$ cat src/hdl/mslc_defs.svh
// Constants of the monitor run/freeze control block: offsets, fields, resets, timing.
// Assumes a 125 MHz clock and a byte-addressed AXI4-Lite register space.
`ifndef MSLC_DEFS_SVH
`define MSLC_DEFS_SVH

// ----------------------------------------------------------------------------
// Register byte offsets
// ----------------------------------------------------------------------------
`define MSLC_ADDR_W 8
`define MSLC_OFS_DUTY0 8'h30
`define MSLC_OFS_DUTY_STEP 8'h04
`define MSLC_OFS_CTRL 8'h40
`define MSLC_OFS_FAN_MODE 8'h80
`define MSLC_OFS_LIMIT0 8'h84
`define MSLC_OFS_LIMIT_STEP 8'h04
`define MSLC_OFS_STATUS 8'ha0
`define MSLC_OFS_EVENT 8'ha4
`define MSLC_OFS_READING 8'ha8
`define MSLC_OFS_TACH 8'hac

// ----------------------------------------------------------------------------
// Control register fields and reset values
// ----------------------------------------------------------------------------
`define MSLC_RUN_BIT 0
`define MSLC_FREEZE_BIT 1
`define MSLC_READY_BIT 2
`define MSLC_OVR_BIT 3
`define MSLC_CTRL_RESET 8'h00
`define MSLC_FULL_DUTY 8'hff
`define MSLC_LIMIT_DEFAULT 8'h7f
`define MSLC_FAN_MODE_RESET 3'h0
`define MSLC_NUM_FANS 3
`define MSLC_NUM_LIMITS 4
`define MSLC_NUM_EVENTS 4
`define MSLC_RESP_OKAY 2'b00
`define MSLC_RESP_SLVERR 2'b10

// ----------------------------------------------------------------------------
// Timing
// ----------------------------------------------------------------------------
`define MSLC_CLK_PERIOD_NS 8
`define MSLC_STARTUP_MS 82
`define MSLC_STARTUP_CYC ((`MSLC_STARTUP_MS * 1000000) / `MSLC_CLK_PERIOD_NS)

`endif

$ cat src/hdl/mslc_pkg.sv
// Types shared by the monitor run/freeze control block.
// Assumes nothing of its surroundings.
package mslc_pkg;

  typedef logic [7:0] mslc_byte_t;

  // Write channel progress
  typedef enum logic [0:0] {
    MSLC_WR_COLLECT = 1'b0,
    MSLC_WR_RESP = 1'b1
  } mslc_wr_state_e;

endpackage

$ cat src/hdl/mslc_pwm.sv
// Three-channel fan PWM generator with duty readback latched per PWM period.
// Assumes duty_in is already the effective duty (full duty forced upstream).
`timescale 1ns/1ps
`include "mslc_defs.svh"

module mslc_pwm (
  input wire logic aclk,
  input wire logic aresetn,
  input wire logic [23:0] duty_in,
  output logic [2:0] pwm_out,
  output logic [23:0] duty_rb
);

  logic [7:0] cnt_ff;
  logic [7:0] nxt_cnt;
  logic cycle_end;

  // ----------------------------------------------------------------------------
  // Shared period counter
  // ----------------------------------------------------------------------------
  assign nxt_cnt = cnt_ff + 8'h01;
  assign cycle_end = (cnt_ff == 8'hff);

  // Period of 256 clocks
  always_ff @(posedge aclk) begin
    if (!aresetn) begin
      cnt_ff <= 8'h00;
    end else begin
      cnt_ff <= nxt_cnt;
    end
  end

  // ----------------------------------------------------------------------------
  // Per channel duty latch and output
  // ----------------------------------------------------------------------------
  genvar i;
  generate
    for (i = 0; i < `MSLC_NUM_FANS; i = i + 1) begin : g_ch
      logic [7:0] duty_ff;
      logic pwm_ff;
      // New duty only at a period boundary, so no runt pulses
      always_ff @(posedge aclk) begin
        if (!aresetn) begin
          duty_ff <= `MSLC_FULL_DUTY;
          pwm_ff <= 1'b0;
        end else begin
          if (cycle_end) begin
            duty_ff <= duty_in[8*i +: 8];
          end
          pwm_ff <= (cnt_ff < duty_ff); // Duty ff: high 255, low 1
        end
      end
      assign pwm_out[i] = pwm_ff;
      assign duty_rb[8*i +: 8] = duty_ff;
    end
  endgenerate

endmodule

$ cat src/hdl/mslc_startup.sv
// Start-up interval timer: reading valid only once the interval after run has passed.
// Assumes run is a registered level in the same clock domain.
`timescale 1ns/1ps
`include "mslc_defs.svh"

module mslc_startup #(
  parameter int unsigned CYCLES = `MSLC_STARTUP_CYC
) (
  input wire logic aclk,
  input wire logic aresetn,
  input wire logic run,
  output logic valid
);

  logic [23:0] cnt_ff;
  logic valid_ff;
  logic done;

  // ----------------------------------------------------------------------------
  // Count while running, restart on every stop
  // ----------------------------------------------------------------------------
  assign done = (cnt_ff >= 24'(CYCLES - 1));

  // Stop clears the interval so each restart waits the full time
  always_ff @(posedge aclk) begin
    if (!aresetn || !run) begin
      cnt_ff <= 24'h000000;
      valid_ff <= 1'b0;
    end else if (!valid_ff) begin
      cnt_ff <= cnt_ff + 24'h000001;
      valid_ff <= done; // Readings held invalid for the interval
    end
  end

  assign valid = valid_ff;

endmodule

$ cat src/hdl/mslc_top.sv
// Monitor run/freeze control register bank with AXI4-Lite slave, fan PWM and readings.
// Assumes one 125 MHz clock, synchronous active-low reset acting as power-on reset,
// and inputs synchronous to aclk.
`timescale 1ns/1ps
`include "mslc_defs.svh"

module mslc_top #(
  parameter int unsigned STARTUP_CYCLES = `MSLC_STARTUP_CYC
) (
  input wire logic aclk,
  input wire logic aresetn,
  input wire logic [7:0] s_axi_awaddr,
  input wire logic [2:0] s_axi_awprot,
  input wire logic s_axi_awvalid,
  output logic s_axi_awready,
  input wire logic [31:0] s_axi_wdata,
  input wire logic [3:0] s_axi_wstrb,
  input wire logic s_axi_wvalid,
  output logic s_axi_wready,
  output logic [1:0] s_axi_bresp,
  output logic s_axi_bvalid,
  input wire logic s_axi_bready,
  input wire logic [7:0] s_axi_araddr,
  input wire logic [2:0] s_axi_arprot,
  input wire logic s_axi_arvalid,
  output logic s_axi_arready,
  output logic [31:0] s_axi_rdata,
  output logic [1:0] s_axi_rresp,
  output logic s_axi_rvalid,
  input wire logic s_axi_rready,
  input wire logic [23:0] auto_duty,
  input wire logic [7:0] sample_data,
  input wire logic sample_valid,
  input wire logic [3:0] limit_event,
  input wire logic [15:0] tach_count,
  output logic [2:0] pwm_out,
  output logic monitor_enable,
  output logic reading_valid,
  output logic [31:0] eff_limits
);

  // ----------------------------------------------------------------------------
  // Declarations
  // ----------------------------------------------------------------------------
  mslc_pkg::mslc_wr_state_e wr_state_ff;
  logic aw_have_ff;
  logic w_have_ff;
  logic [7:0] aw_addr_ff;
  logic [7:0] w_data_ff;
  logic w_lane_ff;
  logic awready_ff;
  logic wready_ff;
  logic bvalid_ff;
  logic [1:0] bresp_ff;
  logic arready_ff;
  logic rvalid_ff;
  logic [31:0] rdata_ff;
  logic [1:0] rresp_ff;
  logic run_ff;
  logic freeze_ff;
  logic ready_ff;
  logic fan_full_override_ff;
  logic [2:0] fan_manual_ff;
  logic [31:0] limit_flat;
  logic [3:0] event_ff;
  mslc_pkg::mslc_byte_t reading_ff;
  logic monitor_enable_ff;
  logic [31:0] eff_limits_ff;
  logic [23:0] eff_duty;
  logic [23:0] duty_rb;
  logic aw_hs;
  logic w_hs;
  logic ar_hs;
  logic b_hs;
  logic r_hs;
  logic do_write;
  logic nxt_aw_have;
  logic nxt_w_have;
  logic nxt_bvalid;
  logic nxt_rvalid;
  logic wr_en;
  logic wr_ctrl;
  logic wr_fan_mode;
  logic wr_event;
  logic [3:0] wr_limit;
  logic [2:0] wr_duty;
  logic wr_mapped;
  logic [3:0] rd_limit_hit;
  logic [2:0] rd_duty_hit;
  logic [7:0] rd_limit_val;
  logic [7:0] rd_duty_val;
  logic rd_mapped;
  logic [31:0] rd_mux;
  logic [7:0] ctrl_rd;
  logic [3:0] nxt_event;

  // ----------------------------------------------------------------------------
  // AXI4-Lite handshakes
  // ----------------------------------------------------------------------------
  assign aw_hs = s_axi_awvalid & awready_ff;
  assign w_hs = s_axi_wvalid & wready_ff;
  assign b_hs = bvalid_ff & s_axi_bready;
  assign ar_hs = s_axi_arvalid & arready_ff;
  assign r_hs = rvalid_ff & s_axi_rready;
  assign do_write = aw_have_ff & w_have_ff & (wr_state_ff == mslc_pkg::MSLC_WR_COLLECT);
  assign nxt_aw_have = aw_hs | (aw_have_ff & ~do_write);
  assign nxt_w_have = w_hs | (w_have_ff & ~do_write);
  assign nxt_bvalid = do_write | (bvalid_ff & ~b_hs);
  assign nxt_rvalid = ar_hs | (rvalid_ff & ~r_hs);

  // Write address/data taken in either order, one write in flight
  always_ff @(posedge aclk) begin
    if (!aresetn) begin
      wr_state_ff <= mslc_pkg::MSLC_WR_COLLECT;
      aw_have_ff <= 1'b0;
      w_have_ff <= 1'b0;
      awready_ff <= 1'b0;
      wready_ff <= 1'b0;
      bvalid_ff <= 1'b0;
    end else begin
      aw_have_ff <= nxt_aw_have;
      w_have_ff <= nxt_w_have;
      bvalid_ff <= nxt_bvalid;
      awready_ff <= ~nxt_aw_have & ~nxt_bvalid;
      wready_ff <= ~nxt_w_have & ~nxt_bvalid;
      case (wr_state_ff)
        mslc_pkg::MSLC_WR_COLLECT: begin
          if (do_write) begin
            wr_state_ff <= mslc_pkg::MSLC_WR_RESP;
          end
        end
        mslc_pkg::MSLC_WR_RESP: begin
          if (b_hs) begin
            wr_state_ff <= mslc_pkg::MSLC_WR_COLLECT;
          end
        end
        default: begin
          wr_state_ff <= mslc_pkg::MSLC_WR_COLLECT;
        end
      endcase
    end
  end

  // Payload capture; only the low byte lane carries register data
  always_ff @(posedge aclk) begin
    if (!aresetn) begin
      aw_addr_ff <= 8'h00;
      w_data_ff <= 8'h00;
      w_lane_ff <= 1'b0;
      bresp_ff <= `MSLC_RESP_OKAY;
    end else begin
      if (aw_hs) begin
        aw_addr_ff <= s_axi_awaddr;
      end
      if (w_hs) begin
        w_data_ff <= s_axi_wdata[7:0];
        w_lane_ff <= s_axi_wstrb[0];
      end
      if (do_write) begin
        bresp_ff <= wr_mapped ? `MSLC_RESP_OKAY : `MSLC_RESP_SLVERR; // Frozen still OKAY
      end
    end
  end

  // ----------------------------------------------------------------------------
  // Write decode
  // ----------------------------------------------------------------------------
  assign wr_en = do_write & w_lane_ff;
  assign wr_ctrl = wr_en & (aw_addr_ff == `MSLC_OFS_CTRL);
  assign wr_fan_mode = wr_en & (aw_addr_ff == `MSLC_OFS_FAN_MODE);
  assign wr_event = wr_en & (aw_addr_ff == `MSLC_OFS_EVENT);

  // ----------------------------------------------------------------------------
  // Control register
  // ----------------------------------------------------------------------------
  always_ff @(posedge aclk) begin
    if (!aresetn) begin
      run_ff <= 1'b0;
      freeze_ff <= 1'b0;
      ready_ff <= 1'b0;
      fan_full_override_ff <= 1'b0;
    end else begin
      ready_ff <= 1'b1; // Converters taken as ready one clock after reset
      if (wr_ctrl) begin
        run_ff <= w_data_ff[`MSLC_RUN_BIT]; // Not gated by freeze
        fan_full_override_ff <= w_data_ff[`MSLC_OVR_BIT];
        // Freeze only ever sets; only reset clears it
        freeze_ff <= freeze_ff | w_data_ff[`MSLC_FREEZE_BIT];
      end
    end
  end

  // Fan mode is a parameter register: frozen like the limits
  always_ff @(posedge aclk) begin
    if (!aresetn) begin
      fan_manual_ff <= `MSLC_FAN_MODE_RESET;
    end else if (wr_fan_mode && !freeze_ff) begin
      fan_manual_ff <= w_data_ff[2:0];
    end
  end

  // ----------------------------------------------------------------------------
  // Limit and manual duty registers
  // ----------------------------------------------------------------------------
  genvar gi;
  generate
    for (gi = 0; gi < `MSLC_NUM_LIMITS; gi = gi + 1) begin : g_limit
      logic [7:0] limit_ff;
      assign wr_limit[gi] = wr_en &
        (aw_addr_ff == 8'(`MSLC_OFS_LIMIT0 + gi * `MSLC_OFS_LIMIT_STEP));
      assign rd_limit_hit[gi] =
        (s_axi_araddr == 8'(`MSLC_OFS_LIMIT0 + gi * `MSLC_OFS_LIMIT_STEP));
      // Run bit neither blocks nor alters these; freeze alone blocks
      always_ff @(posedge aclk) begin
        if (!aresetn) begin
          limit_ff <= `MSLC_LIMIT_DEFAULT;
        end else if (wr_limit[gi] && !freeze_ff) begin
          limit_ff <= w_data_ff;
        end
      end
      assign limit_flat[8*gi +: 8] = limit_ff;
    end
    for (gi = 0; gi < `MSLC_NUM_FANS; gi = gi + 1) begin : g_duty
      logic [7:0] duty_ff;
      assign wr_duty[gi] = wr_en &
        (aw_addr_ff == 8'(`MSLC_OFS_DUTY0 + gi * `MSLC_OFS_DUTY_STEP));
      assign rd_duty_hit[gi] =
        (s_axi_araddr == 8'(`MSLC_OFS_DUTY0 + gi * `MSLC_OFS_DUTY_STEP));
      // Manual duty taken only while running, unfrozen, manual mode
      always_ff @(posedge aclk) begin
        if (!aresetn) begin
          duty_ff <= `MSLC_FULL_DUTY;
        end else if (wr_duty[gi] && run_ff && !freeze_ff && fan_manual_ff[gi]) begin
          duty_ff <= w_data_ff;
        end
      end
      // Stop or override wins over manual and automatic duty
      assign eff_duty[8*gi +: 8] = (!run_ff || fan_full_override_ff) ? `MSLC_FULL_DUTY :
        (fan_manual_ff[gi] ? duty_ff : auto_duty[8*gi +: 8]);
    end
  endgenerate

  // ----------------------------------------------------------------------------
  // Monitoring state
  // ----------------------------------------------------------------------------
  // Status bits: set wins over write-one clear, sets only while running
  assign nxt_event = (event_ff & ~(wr_event ? w_data_ff[3:0] : 4'h0)) |
    (run_ff ? limit_event : 4'h0);

  // Readings and effective limits follow the run bit
  always_ff @(posedge aclk) begin
    if (!aresetn) begin
      event_ff <= 4'h0;
      reading_ff <= 8'h00;
      monitor_enable_ff <= 1'b0;
      eff_limits_ff <= {`MSLC_NUM_LIMITS{`MSLC_LIMIT_DEFAULT}};
    end else begin
      event_ff <= nxt_event;
      if (run_ff && sample_valid) begin
        reading_ff <= sample_data; // Frozen while stopped
      end
      monitor_enable_ff <= run_ff;
      // Defaults while stopped, programmed values once running
      eff_limits_ff <= run_ff ? limit_flat : {`MSLC_NUM_LIMITS{`MSLC_LIMIT_DEFAULT}};
    end
  end

  mslc_startup #(
    .CYCLES(STARTUP_CYCLES)
  ) u_startup (
    .aclk(aclk),
    .aresetn(aresetn),
    .run(run_ff),
    .valid(reading_valid)
  );

  mslc_pwm u_pwm (
    .aclk(aclk),
    .aresetn(aresetn),
    .duty_in(eff_duty),
    .pwm_out(pwm_out),
    .duty_rb(duty_rb)
  );

  // ----------------------------------------------------------------------------
  // Read decode and mux
  // ----------------------------------------------------------------------------
  assign ctrl_rd = {4'h0, fan_full_override_ff, ready_ff, freeze_ff, run_ff};
  assign rd_limit_val = rd_limit_hit[0] ? limit_flat[7:0] :
    rd_limit_hit[1] ? limit_flat[15:8] :
    rd_limit_hit[2] ? limit_flat[23:16] : limit_flat[31:24];
  assign rd_duty_val = rd_duty_hit[0] ? duty_rb[7:0] :
    rd_duty_hit[1] ? duty_rb[15:8] : duty_rb[23:16];
  assign rd_mapped = (|rd_limit_hit) | (|rd_duty_hit) |
    (s_axi_araddr == `MSLC_OFS_CTRL) | (s_axi_araddr == `MSLC_OFS_FAN_MODE) |
    (s_axi_araddr == `MSLC_OFS_STATUS) | (s_axi_araddr == `MSLC_OFS_EVENT) |
    (s_axi_araddr == `MSLC_OFS_READING) | (s_axi_araddr == `MSLC_OFS_TACH);
  assign wr_mapped = (|wr_limit) | (|wr_duty) | wr_ctrl | wr_fan_mode | wr_event |
    (aw_addr_ff == `MSLC_OFS_STATUS) | (aw_addr_ff == `MSLC_OFS_READING) |
    (aw_addr_ff == `MSLC_OFS_TACH) | ~w_lane_ff;
  assign rd_mux =
    (|rd_limit_hit) ? {24'h000000, rd_limit_val} :
    (|rd_duty_hit) ? {24'h000000, rd_duty_val} :
    (s_axi_araddr == `MSLC_OFS_CTRL) ? {24'h000000, ctrl_rd} :
    (s_axi_araddr == `MSLC_OFS_FAN_MODE) ? {29'h00000000, fan_manual_ff} :
    (s_axi_araddr == `MSLC_OFS_STATUS) ? {30'h00000000, freeze_ff, reading_valid} :
    (s_axi_araddr == `MSLC_OFS_EVENT) ? {28'h0000000, event_ff} :
    (s_axi_araddr == `MSLC_OFS_READING) ? {24'h000000, reading_ff} :
    (s_axi_araddr == `MSLC_OFS_TACH) ? {16'h0000, tach_count} : // Always live
    32'h00000000;

  // Read answer one cycle after the address is taken
  always_ff @(posedge aclk) begin
    if (!aresetn) begin
      arready_ff <= 1'b0;
      rvalid_ff <= 1'b0;
      rdata_ff <= 32'h00000000;
      rresp_ff <= `MSLC_RESP_OKAY;
    end else begin
      rvalid_ff <= nxt_rvalid;
      arready_ff <= ~nxt_rvalid;
      if (ar_hs) begin
        rdata_ff <= rd_mux;
        rresp_ff <= rd_mapped ? `MSLC_RESP_OKAY : `MSLC_RESP_SLVERR;
      end
    end
  end

  // ----------------------------------------------------------------------------
  // Outputs
  // ----------------------------------------------------------------------------
  assign s_axi_awready = awready_ff;
  assign s_axi_wready = wready_ff;
  assign s_axi_bvalid = bvalid_ff;
  assign s_axi_bresp = bresp_ff;
  assign s_axi_arready = arready_ff;
  assign s_axi_rvalid = rvalid_ff;
  assign s_axi_rdata = rdata_ff;
  assign s_axi_rresp = rresp_ff;
  assign monitor_enable = monitor_enable_ff;
  assign eff_limits = eff_limits_ff;

endmodule

$ cat config.mk
export PLATFORM = sky130hd
export DESIGN_NAME = mslc_top
export DESIGN_NICKNAME = d
export VERILOG_FILES = /design/src/hdl/mslc_pkg.sv /design/src/hdl/mslc_pwm.sv /design/src/hdl/mslc_startup.sv /design/src/hdl/mslc_top.sv
export VERILOG_INCLUDE_DIRS = /design/src /design/src/hdl
export SDC_FILE = /design/constraint.sdc
export NUM_CORES = 1
export LEC_CHECK = 0
export ABC_CLOCK_PERIOD_IN_PS = 2800
export BUFFER_PORTS_ARGS = -buffer_cell sky130_fd_sc_hd__buf_4
export CAP_MARGIN = 10
export CORE_UTILIZATION = 60
export DETAILED_ROUTE_END_ITERATION = 10
export PLACE_DENSITY = 0.95
export SETUP_SLACK_MARGIN = 0.4
export SLEW_MARGIN = 20
export SYNTH_ARGS = -nofsm -noshare
export SYNTH_HDL_FRONTEND = slang
export SYNTH_HIERARCHICAL = 1
export SYNTH_SLANG_ARGS = --single-unit
$ cat constraint.sdc
create_clock -name aclk -period 2.8 [get_ports aclk]
set_input_delay 0.56 -clock aclk [delete_from_list [all_inputs] [get_ports aclk]]
set_output_delay 0.56 -clock aclk [all_outputs]
set_load 0.005 [all_outputs]
==> results of run 1 <==
placed cells by master, fill, tap and decap left out, types with 5 or more instances in the layout:
| master | netlist | final |
|---|---|---|
| dfxtp_1 | 211 | 211 |
| nand2_1 | 171 | 171 |
| buf_4 | 23 | 157 |
| mux2i_1 | 91 | 91 |
| inv_1 | 52 | 52 |
| o21ai_0 | 51 | 51 |
| a21oi_1 | 42 | 42 |
| nor2b_1 | 34 | 34 |
| nor2_1 | 34 | 34 |
| nand3_1 | 33 | 33 |
| a21boi_0 | 30 | 30 |
| or2_2 | 28 | 28 |
| clkbuf_16 | 0 | 23 |
| ha_1 | 23 | 23 |
| o311ai_0 | 21 | 21 |
| a22oi_1 | 19 | 19 |
| conb_1 | 1 | 18 |
| mux2_2 | 11 | 11 |
| xor2_1 | 11 | 11 |
| and3_1 | 10 | 10 |
| or4_1 | 10 | 10 |
| o31ai_1 | 10 | 10 |
| or3_1 | 9 | 9 |
| o22ai_1 | 7 | 7 |
| nand2b_1 | 6 | 6 |
| nor3_1 | 6 | 6 |
| nor3b_1 | 6 | 6 |
| bufinv_16 | 0 | 5 |
| nand4_1 | 5 | 5 |
metrics by stage:
| stage | instance area (um2) | std cells | setup slack, ns | hold WS, ns |
|---|---|---|---|---|
| final | 11810 | 1453 | 0.6115 | 0.3089 |
| after global routing | 11810 | 1453 | 0.5509 | 0.3251 |
| after CTS | 11810 | 1453 | 0.6677 | 0.3045 |
| after detailed placement | 10990 | 1413 | 0.5423 | 0.4623 |
| after global placement | 10990 | 1413 | 0.5603 | 0.4522 |
| after floorplan | 10020 | 1134 | 0.8777 | 0.4165 |
report_power, final:
group	switching, W	total, W	internal, W
clock	0.00119	0.00326	0.00207
sequential	0.0000563	0.00309	0.00304
combinational	0.000187	0.000368	0.000181
worst max-delay path by stage:
stage | start | to | slack, ns | cells after the start
final | aw_addr_ff[4] | g_limit[2].limit_ff[0] | 0.61 | 5
after detailed placement | s_axi_araddr[2] | s_axi_rdata[0] | 0.54 | 5
after CTS | aw_have_ff | g_limit[3].limit_ff[5] | 0.67 | 5
after global placement | s_axi_araddr[2] | s_axi_rdata[0] | 0.56 | 5
after global routing | aw_have_ff | g_limit[3].limit_ff[0] | 0.55 | 5
after floorplan | s_axi_araddr[1] | s_axi_rdata[0] | 0.88 | 4
kinds of logic (layout without fill, tap and decap cells):
kind of cell    count (synthesis)  in the layout  share of synthesized area, %
mux                           102            102                         10.39
xor+xnor                       14             14                         1.231
buf+inv                       147            250                         6.833
simple gates                  393            393                         20.85
fa+ha+maj                      23             23                         2.889
other cells                     1             18                       0.03765
flops                         211            211                         42.41
compound gates                226            226                         15.36
routing by layer:
metal,track usage (%),up-vias
met5,0,-
met4,16.97,0
met1,39.33,4119
met3,5.660,101
met2,48.99,438
li1,-,4092
worst max-delay path: cells and delay by family (launching register included):
kind | cells | cell delay [ns]
simple gates | 5 | 1.64
flops | 1 | 0.42
flip-flops by register name, summed over array words and instances, names as in the netlist, 3 cells and up:
| signal | flops |
|---|---|
| w_data_ff | 8 |
| event_ff | 4 |
| u_pwm/cnt_ff | 8 |
| u_pwm/g_ch.duty_ff | 24 |
| u_startup/cnt_ff | 24 |
| s_axi_rdata | 16 |
| g_duty.duty_ff | 24 |
| fan_manual_ff | 3 |
| g_limit.limit_ff | 32 |
| reading_ff | 8 |
| u_pwm/g_ch.pwm_ff | 3 |
| eff_limits | 32 |
| aw_addr_ff | 8 |
layout make-up:
cell class              count  area share [%]
well taps                 216           2.288
repair buffers            157           9.980
multi-input cells         776           43.35
clock inverters             9           1.462
clock buffers              31           5.467
flip-flops and latches    211           35.77
inverters                  53           1.684
==> results.json, run 1 <==
{
  "grt_overflow": 0,
  "critical_path_required_ns": 3.17,
  "worstHoldPathCells": 3,
  "hold_end": "s_axi_rdata[12]",
  "syn_area_um2": 9961,
  "status": "finished, final reports clean",
  "clock_latency_ns": 0.51,
  "viasPerCell": 6.022,
  "cts_buffers": 22,
  "multiInputGateArea_um2": 5120,
  "path_cells": "or4b_1 -> nor4_4 -> nand3_1 -> nand2_1 -> nand3_1",
  "async_flop_share_pct": 0,
  "seq_area_um2": 4224,
  "peakVddDrop_mv": 0.4583,
  "clockBufferDepth": 3,
  "critPathMaxFanout": 11,
  "rr_worst_depth": 5,
  "critPathArrivalTime_ns": 2.56,
  "seq_area_frac_synth_pct": 42.41,
  "routed-wl-met3_um": 2185,
  "maxSlewHeadroom_pct": 43.11,
  "grt_pass1_vias": 8274,
  "placement_rows": 46,
  "clk_pin_slew_worst_paths_ns": 0.06,
  "r2r_start": "aw_addr_ff[4]",
  "clockRootBuffer": "clkbuf_16",
  "drv_slew": 0,
  "synth_common_cells": "dfxtp_1 (211), nand2_1 (171), mux2i_1 (91)",
  "max_cap_viol_count": 0,
  "area.growth.synth_to_final_pct": 18.57,
  "fp.dieArea_um2": 17120,
  "die-height_um": 130.8,
  "final_antenna_net_count": 0,
  "grt_pass1_wl_um": 41520,
  "hp-class": "in2reg",
  "setup_viol": 0,
  "grtUsageTotal_pct": 30.72,
  "coreArea_um2": 16060,
  "cts_tree": "done",
  "netlist_instances": 1117,
  "port_buffers": 144,
  "final_core_util_pct": 73.55,
  "synthTopCellsByArea": "dfxtp_1 (42%), mux2i_1 (9.1%), nand2_1 (6.4%)",
  "cts.repair.resized": 0,
  "period_share_pct": 78.16,
  "totalWireLength_um": 26220,
  "die_w_um": 130.8,
  "grt_max_degree": 75,
  "start_kind": "flop",
  "hold_start": "tach_count[12]",
  "met2_length_um": 12090,
  "top_layer": "met4",
  "layout-drive-gt1-share_pct": 20.21,
  "initial_core_util_pct": 62.03,
  "worstSetupEndpointType": "flop",
  "io_pins": 196,
  "path_common_cell": "nand3_1",
  "synth_top_area_share_pct": 42.41,
  "hpwlAfterDp_um": 18080,
  "period_needed_ns": 2.189,
  "p_leak_nw": 5.087,
  "rsz0062_at_grt": "false",
  "power.total_w": 0.006715,
  "slowest_stage": "or4b_1",
  "synth_seq_cells": 211,
  "skew_ns": 0.01704,
  "synth_top_cell_by_area": "dfxtp_1",
  "power-per-cell-area_nw_per_um2": 568.6,
  "r2r_slack_ns": 0.61,
  "reg2reg_to": "g_limit[2].limit_ff[0]",
  "yosys_warnings": 6,
  "cts_hold_buf": 0,
  "gp_congestion": 0.9550,
  "tightest_slew_ns": 0.8513,
  "critical-path-max-stage-delay_ns": 0.62,
  "synth_flop_cell": "dfxtp_1",
  "fill_cells": 1108,
  "synth_cell_type_count": 78,
  "post-cts-setup-buffer-count": 0,
  "drtIter0Drc": 873,
  "finalSetupTns_ns": 0,
  "htreeDepth": 1,
  "yosysMostFrequentCell": "dfxtp_1",
  "hold_viol": 0,
  "first_pass_iters": 5,
  "met1_length_um": 10600,
  "num_vias": 8750,
  "synth_area_per_cell_um2": 8.917,
  "fmax_mhz": 456.9,
  "path_class": "reg2reg",
  "clock_sinks": 211,
  "antenna_cells": 0,
  "nNetsFinal": 1362,
  "synth_edf_count": 0,
  "antenna_found_initial": 0,
  "wire_per_inst_um": 18.04,
  "drc_errors": 0
}
Note: power is estimated with default switching activity, not from simulation.
==> run 2: changes to the inputs <==
- ABC_CLOCK_PERIOD_IN_PS: 2800 -> 2200
- CORE_UTILIZATION: 60 -> 56
- PLACE_DENSITY: 0.95 -> 0.91
- clock period: 2.8 -> 2.2 ns (I/O delays scaled with it)
==> run 2 against run 1 <==
Effect of this change: setup slack got worse by 0.25 ns; non-clock buffer count increased by 26; via count decreased by 1.1%; wire length up 0.63%; cell area increased by 3.2%; critical endpoint is now g_limit[2].limit_ff[4]; cell count rose by 2.3%; utilization shrank 3.3 points; critical path depth up 1; sequential share of layout area is 0.98 points lower; clock-buffer cell count is the same.
==> results.json, run 2 (same netlist as run 1, synthesis figures left out) <==
{
  "peakVddDrop_mv": 0.6136,
  "path_class": "reg2reg",
  "grt_pass1_wl_um": 40840,
  "grtUsageTotal_pct": 28.17,
  "cts_buffers": 22,
  "cts_tree": "done",
  "critPathArrivalTime_ns": 2.28,
  "fmax_mhz": 542.7,
  "power-per-cell-area_nw_per_um2": 681.5,
  "setup_viol": 0,
  "fp.dieArea_um2": 18330,
  "coreArea_um2": 17360,
  "wire_per_inst_um": 17.74,
  "status": "finished, final reports clean",
  "drc_errors": 0,
  "skew_ns": 0.02581,
  "clock_latency_ns": 0.51,
  "path_cells": "or3b_4 -> nor4_4 -> buf_6 -> and3_4 -> nand2_2 -> nand3_2",
  "critPathMaxFanout": 8,
  "htreeDepth": 1,
  "clk_pin_slew_worst_paths_ns": 0.06,
  "critical_path_required_ns": 2.64,
  "fin_cells": 1487,
  "num_vias": 8654,
  "seq_area_um2": 4240,
  "grt_pass1_vias": 8049,
  "clockRootBuffer": "clkbuf_16",
  "period_share_pct": 83.75,
  "dp.cells": 1441,
  "nNetsFinal": 1388,
  "hpwlAfterDp_um": 18180,
  "placement_rows": 48,
  "die-height_um": 135.4,
  "first_pass_iters": 5,
  "io_pins": 196,
  "final_core_util_pct": 70.22,
  "critical-path-max-stage-delay_ns": 0.43,
  "final_antenna_net_count": 0,
  "start_kind": "flop",
  "viasPerCell": 5.820,
  "maxSlewHeadroom_pct": 50.38,
  "totalWireLength_um": 26380,
  "p_leak_nw": 5.215,
  "antenna_found_initial": 0,
  "multiInputGateArea_um2": 5270,
  "cts_hold_buf": 0,
  "layout_commonest_cell": "dfxtp_1",
  "die_w_um": 135.4,
  "drtIter0Drc": 824,
  "max_cap_viol_count": 0,
  "fill_cells": 1237,
  "hp-class": "in2reg",
  "slowest_stage": "or3b_4",
  "finalSetupTns_ns": 0,
  "clock_sinks": 211,
  "antenna_cells": 0,
  "port_buffers": 144,
  "grt_max_degree": 80,
  "worstSetupEndpointType": "flop",
  "clockBufferDepth": 3,
  "tightest_slew_ns": 0.7398,
  "layout-drive-gt1-share_pct": 25.20,
  "drv_slew": 0,
  "hold_viol": 0,
  "area.growth.synth_to_final_pct": 22.36,
  "initial_core_util_pct": 57.39,
  "rsz0062_at_grt": "true",
  "grt_overflow": 0,
  "power.total_w": 0.008306,
  "gp_congestion": 0.9653,
  "final_cell_mix": "dfxtp_1 (200), buf_4 (177), nand2_1 (159)",
  "period_needed_ns": 1.843
}
run 2: final timing paths:
kind,from,endpoint,slack (ns),cells after the start
setup / recovery,aw_addr_ff[1],g_limit[2].limit_ff[4],0.36,6
hold / removal,s_axi_wdata[6],w_data_ff[6],0.18,3
hold reg to reg,w_have_ff,s_axi_wready,0.45,1
setup reg to reg,aw_addr_ff[1],g_limit[2].limit_ff[4],0.36,6
run 2: timing repair:
item / CTS / global route
cloned: 0 / 0
setup endpoints to repair: 37 / 68
pin swaps: 10 / 12
gates resized for setup: 25 / 36
setup buffers: 3 / 4
run 2: metal layers:
metal,track usage (%),vias up,share of wire (%)
li1,-,4157,-
met1,36.91,4037,42
met2,46.13,388,47
met3,4.377,72,7.4
met4,11.74,0,3.6
met5,0,-,0
run 2: worst max-delay path, delay by kind of cell, from the launching register on:
| kind | cells | cell delay [ns] |
|---|---|---|
| simple gates | 5 | 1.23 |
| flops | 1 | 0.33 |
| buf+inv | 1 | 0.20 |
run 2: metrics by stage:
| stage | hold WS, ns | worst slack (ns) | area, um2 |
|---|---|---|---|
| 3_5_place_dp | 0.4581 | 0.1781 | 11190 |
| 4_1_cts | 0.1797 | 0.3484 | 12070 |
| 5_1_grt | 0.1889 | 0.3389 | 12190 |
| 2_1_floorplan | 0.4165 | 0.4103 | 10030 |
| 3_3_place_gp | 0.4504 | 0.2378 | 11190 |
| 6_report | 0.1787 | 0.3574 | 12190 |
run 2: where the power goes:
| group | leakage (nW) | total [W] | switching [W] | internal, W |
|---|---|---|---|---|
| combinational | 3.13 | 0.000505 | 0.000256 | 0.000250 |
| sequential | 1.71 | 0.00393 | 0.0000677 | 0.00386 |
| clock | 0.369 | 0.00387 | 0.00154 | 0.00232 |
run 2: area by class of cell:
type,count,area share [%]
Clock buffer,31,5.379
Tap cell,225,2.310
Sequential cell,211,34.79
Clock inverter,8,0.8726
Timing Repair Buffer,183,11.78
Multi-Input combinational cell,776,43.24
Inverter,53,1.632
